==> src/carrier_map.svh <==
// register offsets, field positions and reset values of the carrier block
// Overview of operation
// - rising sequence starts at the rising start level, reset FF80h
// - falling sequence starts at the falling start level, reset 4000h
// - rising sequence ends once carrier passes rising end level, reset 3F7Dh
// - falling sequence ends once carrier passes falling end level, reset 0003h
// - rising sequence begins with rising initial increment, reset 020Ch
// - falling sequence begins with falling initial increment, reset FDF4h
// - rising increment changes each step by rising increment change, reset 0
// - falling increment changes each step by falling increment change, reset 0
// - at start the carrier takes the power-on carrier value, reset FF80h
// - at start the increment takes the power-on increment value, reset 020Ch
// - reload bit 0: only the increment reloads at a threshold
// - reload bit 1: carrier and increment both reload at a threshold
// - single-pulse bit 1: at most one rise and one fall per period
// - reference select 0: fixed level subtracted from loop-filter input
// - reference select 1: carrier subtracted from loop-filter input
// - reset values give a 768 kHz triangle between 0 and 1
// - first sequence direction follows the initial direction bit
`ifndef CARRIER_MAP_SVH
`define CARRIER_MAP_SVH
`define IDX_RISE_START     8'h2B
`define IDX_FALL_START     8'h2C
`define IDX_RISE_END       8'h2D
`define IDX_FALL_END       8'h2E
`define IDX_RISE_INC       8'h2F
`define IDX_FALL_INC       8'h30
`define IDX_RISE_CHG       8'h31
`define IDX_FALL_CHG       8'h32
`define IDX_CARR_PON       8'h33
`define IDX_INC_PON        8'h34
`define IDX_CONTROL        8'h35
`define IDX_FIXED_LEVEL    8'h36
`define IDX_RUN            8'h37
`define IDX_STATUS         8'h38
`define RST_RISE_START     16'hFF80
`define RST_FALL_START     16'h4000
`define RST_RISE_END       16'h3F7D
`define RST_FALL_END       16'h0003
`define RST_RISE_INC       16'h020C
`define RST_FALL_INC       16'hFDF4
`define RST_RISE_CHG       16'h0000
`define RST_FALL_CHG       16'h0000
`define RST_CARR_PON       16'hFF80
`define RST_INC_PON        16'h020C
`define RST_CONTROL        5'h1A
`define RST_FIXED_LEVEL    16'h0000
`define CTL_START_RISE     0
`define CTL_REF_CARRIER    1
`define CTL_FLIP           2
`define CTL_SINGLE         3
`define CTL_RELOAD         4
`define CTL_W              5
`define SAMPLE_HZ          49152000
`define CLK_HZ             25000000
`endif

==> src/carrier_pkg.sv <==
// types shared by the carrier block
package carrier_pkg;
   typedef enum logic {SEQ_RISE, SEQ_FALL} seq_t;
   typedef struct packed {
      logic [15:0] rise_start_level;
      logic [15:0] fall_start_level;
      logic [15:0] rise_end_level;
      logic [15:0] fall_end_level;
      logic [15:0] rise_initial_increment;
      logic [15:0] fall_initial_increment;
      logic [15:0] rise_increment_change;
      logic [15:0] fall_increment_change;
      logic [15:0] carrier_power_on_value;
      logic [15:0] increment_power_on_value;
      logic [4:0]  pwm_output_control;
      logic [15:0] fixed_level;
      logic        run;
   } regs_t;
   typedef struct packed {
      regs_t       r;
      seq_t        seq;
      logic        started;
      logic [15:0] carrier;
      logic [15:0] increment;
      logic        pwm;
      logic        rose;
      logic        fell;
      logic [31:0] prdata;
   } state_t;
   typedef struct packed {
      logic        psel;
      logic        penable;
      logic        pwrite;
      logic [11:0] paddr;
      logic [31:0] pwdata;
   } apb_req_t;
endpackage

==> src/pwm_carrier_comparator.sv <==
// carrier generator and comparator with apb register bank
//
// The APB slave port was chosen for this implementation.
`timescale 1ns/1ps
`default_nettype none
`include "carrier_map.svh"
module pwm_carrier_comparator (
   input  wire logic                  pclk,        // 25 MHz clock
   input  wire logic                  presetn,     // async reset, active low
   input  wire carrier_pkg::apb_req_t apb,         // apb request
   output logic [31:0]                prdata,      // read data
   output logic                       pready,      // always ready
   output logic                       pslverr,     // unmapped access
   input  wire logic                  sample_en,   // one-cycle sample strobe
   input  wire logic [15:0]           loop_in,     // loop-filter output, Q1.14
   output logic                       pwm_out,     // pwm toward power stage
   output logic                       period_mark  // pulse at each fall-to-rise turnaround
);
   carrier_pkg::state_t s_q, s_d;
   logic [9:0]  idx;
   logic        mapped, wr, rd;
   logic [16:0] nxt_carr, diff;
   logic [15:0] nxt_inc, ref_lvl;
   logic        passed, want;

   assign idx = apb.paddr[11:2];
   assign mapped = (idx >= 10'(`IDX_RISE_START)) && (idx <= 10'(`IDX_STATUS));
   assign wr = apb.psel && apb.penable && apb.pwrite;
   assign rd = apb.psel && !apb.penable && !apb.pwrite;
   assign pready = 1'b1;
   assign pslverr = apb.psel && apb.penable && !mapped;
   assign prdata = s_q.prdata;
   assign pwm_out = s_q.pwm;

   always_comb begin
      s_d = s_q;
      period_mark = 1'b0;
      nxt_carr = 17'($signed(s_q.carrier)) + 17'($signed(s_q.increment));
      passed = 1'b0;
      // wrap-safe threshold test on the widened sum
      if (s_q.seq == carrier_pkg::SEQ_RISE)
         passed = $signed(nxt_carr) > $signed({s_q.r.rise_end_level[15], s_q.r.rise_end_level});
      else
         passed = $signed(nxt_carr) < $signed({s_q.r.fall_end_level[15], s_q.r.fall_end_level});
      nxt_inc = s_q.increment + ((s_q.seq == carrier_pkg::SEQ_RISE) ?
                s_q.r.rise_increment_change : s_q.r.fall_increment_change);
      ref_lvl = s_q.r.pwm_output_control[`CTL_REF_CARRIER] ? s_q.carrier
                : s_q.r.fixed_level;
      // widened so that far-apart operands cannot flip the sign
      diff = {loop_in[15], loop_in} - {ref_lvl[15], ref_lvl};
      want = !diff[16] && (diff != 17'h00000);
      want = want ^ s_q.r.pwm_output_control[`CTL_FLIP];
      if (!s_q.r.run) begin
         s_d.started = 1'b0;
      end else if (!s_q.started) begin
         s_d.started = 1'b1;
         s_d.carrier = s_q.r.carrier_power_on_value;
         s_d.increment = s_q.r.increment_power_on_value;
         s_d.seq = s_q.r.pwm_output_control[`CTL_START_RISE] ? carrier_pkg::SEQ_RISE
                   : carrier_pkg::SEQ_FALL;
         s_d.rose = 1'b0;
         s_d.fell = 1'b0;
      end else if (sample_en) begin
         if (passed) begin
            if (s_q.seq == carrier_pkg::SEQ_RISE) begin
               s_d.seq = carrier_pkg::SEQ_FALL;
               s_d.increment = s_q.r.fall_initial_increment;
               if (s_q.r.pwm_output_control[`CTL_RELOAD])
                  s_d.carrier = s_q.r.fall_start_level;
               else
                  s_d.carrier = nxt_carr[15:0];
            end else begin
               s_d.seq = carrier_pkg::SEQ_RISE;
               s_d.increment = s_q.r.rise_initial_increment;
               if (s_q.r.pwm_output_control[`CTL_RELOAD])
                  s_d.carrier = s_q.r.rise_start_level;
               else
                  s_d.carrier = nxt_carr[15:0];
               s_d.rose = 1'b0;
               s_d.fell = 1'b0;
               period_mark = 1'b1;
            end
         end else begin
            s_d.carrier = nxt_carr[15:0];
            s_d.increment = nxt_inc;
         end
      end
      // output edges; single-pulse mode allows one of each per period
      if (want != s_q.pwm) begin
         if (!s_q.r.pwm_output_control[`CTL_SINGLE]) begin
            s_d.pwm = want;
         end else if (want && !(s_q.rose && !period_mark)) begin
            s_d.pwm = 1'b1;
            s_d.rose = 1'b1;
         end else if (!want && !(s_q.fell && !period_mark)) begin
            s_d.pwm = 1'b0;
            s_d.fell = 1'b1;
         end
      end
      if (wr && mapped) begin
         case (idx[7:0])
            `IDX_RISE_START:  s_d.r.rise_start_level = apb.pwdata[15:0];
            `IDX_FALL_START:  s_d.r.fall_start_level = apb.pwdata[15:0];
            `IDX_RISE_END:    s_d.r.rise_end_level = apb.pwdata[15:0];
            `IDX_FALL_END:    s_d.r.fall_end_level = apb.pwdata[15:0];
            `IDX_RISE_INC:    s_d.r.rise_initial_increment = apb.pwdata[15:0];
            `IDX_FALL_INC:    s_d.r.fall_initial_increment = apb.pwdata[15:0];
            `IDX_RISE_CHG:    s_d.r.rise_increment_change = apb.pwdata[15:0];
            `IDX_FALL_CHG:    s_d.r.fall_increment_change = apb.pwdata[15:0];
            `IDX_CARR_PON:    s_d.r.carrier_power_on_value = apb.pwdata[15:0];
            `IDX_INC_PON:     s_d.r.increment_power_on_value = apb.pwdata[15:0];
            `IDX_CONTROL:     s_d.r.pwm_output_control = apb.pwdata[`CTL_W-1:0];
            `IDX_FIXED_LEVEL: s_d.r.fixed_level = apb.pwdata[15:0];
            `IDX_RUN:         s_d.r.run = apb.pwdata[0];
            default:          s_d.r = s_q.r;
         endcase
      end
      if (rd) begin
         // unmapped indices alias onto mapped low bytes, so force them to default
         case (mapped ? idx[7:0] : 8'h00)
            `IDX_RISE_START:  s_d.prdata = {16'h0000, s_q.r.rise_start_level};
            `IDX_FALL_START:  s_d.prdata = {16'h0000, s_q.r.fall_start_level};
            `IDX_RISE_END:    s_d.prdata = {16'h0000, s_q.r.rise_end_level};
            `IDX_FALL_END:    s_d.prdata = {16'h0000, s_q.r.fall_end_level};
            `IDX_RISE_INC:    s_d.prdata = {16'h0000, s_q.r.rise_initial_increment};
            `IDX_FALL_INC:    s_d.prdata = {16'h0000, s_q.r.fall_initial_increment};
            `IDX_RISE_CHG:    s_d.prdata = {16'h0000, s_q.r.rise_increment_change};
            `IDX_FALL_CHG:    s_d.prdata = {16'h0000, s_q.r.fall_increment_change};
            `IDX_CARR_PON:    s_d.prdata = {16'h0000, s_q.r.carrier_power_on_value};
            `IDX_INC_PON:     s_d.prdata = {16'h0000, s_q.r.increment_power_on_value};
            `IDX_CONTROL:     s_d.prdata = {27'h0000000, s_q.r.pwm_output_control};
            `IDX_FIXED_LEVEL: s_d.prdata = {16'h0000, s_q.r.fixed_level};
            `IDX_RUN:         s_d.prdata = {31'h00000000, s_q.r.run};
            `IDX_STATUS:      s_d.prdata = {s_q.carrier, 13'h0000, s_q.seq == carrier_pkg::SEQ_RISE,
                                            s_q.started, s_q.pwm};
            default:          s_d.prdata = 32'h00000000;
         endcase
      end
   end

   always_ff @(posedge pclk or negedge presetn) begin
      if (!presetn) begin
         s_q <= '{r: '{rise_start_level: `RST_RISE_START, fall_start_level: `RST_FALL_START,
                       rise_end_level: `RST_RISE_END, fall_end_level: `RST_FALL_END,
                       rise_initial_increment: `RST_RISE_INC,
                       fall_initial_increment: `RST_FALL_INC,
                       rise_increment_change: `RST_RISE_CHG,
                       fall_increment_change: `RST_FALL_CHG,
                       carrier_power_on_value: `RST_CARR_PON,
                       increment_power_on_value: `RST_INC_PON,
                       pwm_output_control: `RST_CONTROL,
                       fixed_level: `RST_FIXED_LEVEL, run: 1'b0},
                  seq: carrier_pkg::SEQ_RISE, started: 1'b0,
                  carrier: `RST_CARR_PON, increment: `RST_INC_PON,
                  pwm: 1'b0, rose: 1'b0, fell: 1'b0, prdata: 32'h00000000};
      end else begin
         s_q <= s_d;
      end
   end
endmodule
`default_nettype wire

==> config.mk <==
export PLATFORM = sky130hd
export DESIGN_NAME = pwm_carrier_comparator
export DESIGN_NICKNAME = d
export VERILOG_FILES = /design/src/carrier_pkg.sv /design/src/pwm_carrier_comparator.sv
export VERILOG_INCLUDE_DIRS = /design/src
export SDC_FILE = /design/constraint.sdc
export NUM_CORES = 1
export LEC_CHECK = 0
export BUFFER_PORTS_ARGS = -buffer_cell sky130_fd_sc_hd__buf_2
export CORE_UTILIZATION = 65
export DETAILED_ROUTE_END_ITERATION = 16
export PLACE_DENSITY = 0.85
export SLEW_MARGIN = 20
export SYNTH_ARGS = -nofsm -noshare
export SYNTH_HDL_FRONTEND = slang
export SYNTH_SLANG_ARGS = --single-unit
==> constraint.sdc <==
create_clock -name pclk -period 12.75 [get_ports pclk]
set_clock_uncertainty 0.05 [all_clocks]
set_input_delay 1.275 -clock pclk [delete_from_list [all_inputs] [get_ports pclk]]
set_output_delay 1.275 -clock pclk [all_outputs]
set_load 0.02 [all_outputs]
==> flow_summary_export.csv <==
group,metric,value,unit
clock_tree,cts_max_path_buffers,3,
placement,gp_congestion,0.944,
clock_tree,cts_sinks,251,
clock_tree,clock_latency,0.55,ns
critical_path,start_kind,"register",
critical_path,crit_path_end_kind,"primary output",
detailed_routing,vias,12600,
finish,final_cells,1766,
floorplanning,rows,55,
synthesis,syn_avg_cell_area,10.5,µm²
global_routing,gr-total-overflow,0,
pwr,p_leak,7.83,nW
finish,synthToLayoutAreaGrowth,8.02,%
timing,fmax,151,MHz
synthesis,synth_edf_count,0,
synthesis,ys_types,81,
detailed_routing,drt_first_pass_iters,7,
timing,hold_viol_final,0,
timing,relSlewSlack,17.8,%
global_routing,grt_pass1_wl,70200,µm
synthesis,ys.flop_type,"dfrtp_1",
synthesis,synthArstFlopShare,100,%
clock_tree,cts_tree,"built",
run_status,status,"completed",
clock_tree,h-tree-depth,1,
timing,setup_tns,0,ns
global_routing,antenna_found_initial,2,
detailed_routing,drc,0,
floorplanning,fp.dieArea,0.0239,mm²
finish,final_common_cell,"dfrtp_1",
critical_path,r2r_start,"s_q[35]",
clock_tree,cts.repair.resized,0,
placement,dpl.hpwl,31400,µm
worst_hold_path,min_from,"prdata[4]",
detailed_routing,avgRoutedWirePerCell,26.0,µm
finish,n_antenna_cell,0,
timing,period_share,51.8,%
clock_tree,clk_pin_slew,0.06,ns
synthesis,netlist_area,0.0151,mm²
pwr,p_per_area,112,mW/mm²
detailed_routing,initialDrtViolationCount,1814,
timing,worst_pin_slew,1.23,ns
timing,report.final.slew_viol_count,0,
finish,drive_gt1_share,27.8,%
detailed_routing,routed_via_density,7.15,
synthesis,yosysWarnings,0,
clock_tree,ctsHoldBuffers,0,
critical_path,r2r_slack,7.01,ns
worst_hold_path,worstHoldEndpoint,"prdata[4]",
worst_hold_path,worstHoldPathCells,1,
flow_run,cap_viol_max_count,0,
pwr,ir_worst_vdd,0.107,mV
clock_tree,cts-buffers-inserted,26,
floorplanning,io_pins,102,
synthesis,syn-num-nets,1595,
detailed_routing,final_antenna_net_count,0,
critical_path,rr_worst_depth,20,
critical_path,worstSetupPathType,"reg2out",
detailed_routing,wl,45900,µm
timing,rsz0062_at_grt,"no",
finish,nNetsFinal,1610,
clock_tree,postCtsSetupBuffers,0,
global_routing,track_usage,38.8,%
critical_path,required,11.43,ns
synthesis,ys_ff_latch,251,
timing,layout_min_cycle_time,6.61,ns
critical_path,r2r-end,"s_q[53]",
floorplanning,core-area,0.0227,mm²
floorplanning,die_w,155,µm
placement,dp_cells,1718,
timing,setup_viol,0,
critical_path,arrival,5.28,ns
global_routing,grt_max_degree,92,
global_routing,grt_pass1_vias,12300,
critical_path,critPathMaxFanout,3,
worst_hold_path,min_path_type,"reg2reg",
finish,fillers,1595,
placement,port_buffers,82,
floorplanning,start_util,66.6,%
synthesis,ys_seq_area_share,42.1,%
synthesis,synth_cells,1446,
floorplanning,die_height,155,µm
finish,final_cell_mix,"184 x dfrtp_1, 170 x mux2_2, 129 x nand2_1, 81 x buf_2, 80 x ha_1",
clock_tree,root_buffer,"clkbuf_16",
==> registers in the layout, indices dropped and copies added (netlist names) <==
signal and flops:
prdata 32, s_q 218, pwm_out 1
==> per-layer routing <==
| layer | share of wire (%) | track usage, % | vias to the layer above |
|---|---|---|---|
| met4 | 4.5 | 16.5 | 4 |
| met3 | 14 | 11.2 | 182 |
| met2 | 43 | 58.8 | 948 |
| li1 | - | - | 5361 |
| met1 | 38 | 52.2 | 6124 |
| met5 | 0.052 | 0 | - |
==> critical path, cell delays in order (launching register included) <==
cell	delay [ns]
dfrtp_1	0.45
ha_1	0.29
fa_1	0.42
a21o_1	0.20
a21oi_1	0.23
o21bai_1	0.12
a31oi_1	0.32
o211ai_1	0.21
and3_1	0.24
o31a_1	0.26
a31oi_1	0.32
ha_1	0.32
nand4_1	0.08
nor3_1	0.09
o31a_1	0.14
a31oi_2	0.20
a31oi_1	0.11
nor2_1	0.29
and3_1	0.27
buf_2	0.19
==> worst max path at each step <==
stage	start	end	slack [ns]	cells past startpoint
2_1_floorplan	s_q[35]	period_mark	7.74	18
3_3_place_gp	s_q[35]	period_mark	6.95	19
3_5_place_dp	s_q[35]	period_mark	6.86	19
4_1_cts	s_q[35]	period_mark	6.28	19
5_1_grt	s_q[35]	period_mark	5.98	19
6_report	s_q[35]	period_mark	6.14	19
==> power breakdown <==
| group | switching, mW | leakage (nW) | internal (mW) |
|---|---|---|---|
| sequential | 0.0249 | 3.12 | 0.818 |
| combinational | 0.133 | 4.28 | 0.0712 |
| clock | 0.322 | 0.422 | 0.458 |
==> cell type report <==
class	count	area [µm²]	share of cell area, %
Multi-Input combinational cell	1029	8000	48.9
Sequential cell	251	6360	38.9
Clock buffer	43	786	4.81
Timing Repair Buffer	101	571	3.49
Tap cell	285	357	2.18
Inverter	52	195	1.19
Clock inverter	5	75.1	0.459
==> stage by stage <==
step                util (%)  setup slack, ns  cell area [µm²]  power, mW  hold WS, ns
detailed placement      68.1             6.86            15500       1.05        0.425
global route            72.0             5.98            16300       1.87        0.462
global placement        68.1             6.95            15500       1.04        0.418
finish                  72.0             6.14            16300       1.83        0.436
CTS                     71.9             6.28            16300       1.82        0.439
floorplan                  -             7.74            15100      0.987        0.407
==> cell families after synthesis <==
family	after synthesis	share of synthesized area, %
multiplexers	233	16.9
AO/OA/AOI/OAI	367	17.0
AND/OR/NAND/NOR	316	10.1
buffers and inverters	166	5.31
adder cells (fa/ha/maj)	83	7.01
flip-flops	251	42.1
XOR/XNOR	29	1.68
other	1	0.0248
==> synthesized netlist by cell type, types with 4 or more instances <==
master      n  area (µm²)
xnor2_1    21         184
xor2_1      8        70.1
o21a_1     16         120
dfstp_2    66        1730
nor2_1     83         312
or3_1       7        43.8
a211oi_1   10        75.1
buf_4      33         248
o211ai_1   18         135
nor4_1      4        25.0
nor3_2      6        60.1
nand2b_1   15        93.8
nor3_1     14        70.1
and3_1     16         100
o31ai_1     4        30.0
mux2_2    170        1910
mux2_1      6        67.6
o21ai_1    14        70.1
ha_1       80        1000
a222oi_1   38         380
nand4_1     5        31.3
clkbuf_1   55         206
nand3_1     9        45.0
o21ai_0    62         310
dfrtp_1   185        4630
o22ai_1     6        37.5
o21bai_1    5        37.5
a31oi_1    25         156
inv_1      52         195
mux2i_1    57         571
buf_6       4        45.0
a22oi_1    12        90.1
buf_2      21         105
a21o_1     13        97.6
a22o_1     16         140
nand2_1   129         484
a221oi_1   15         131
nor2b_1     5        31.3
a21oi_1    74         370
(Power assumes the default switching activity.)
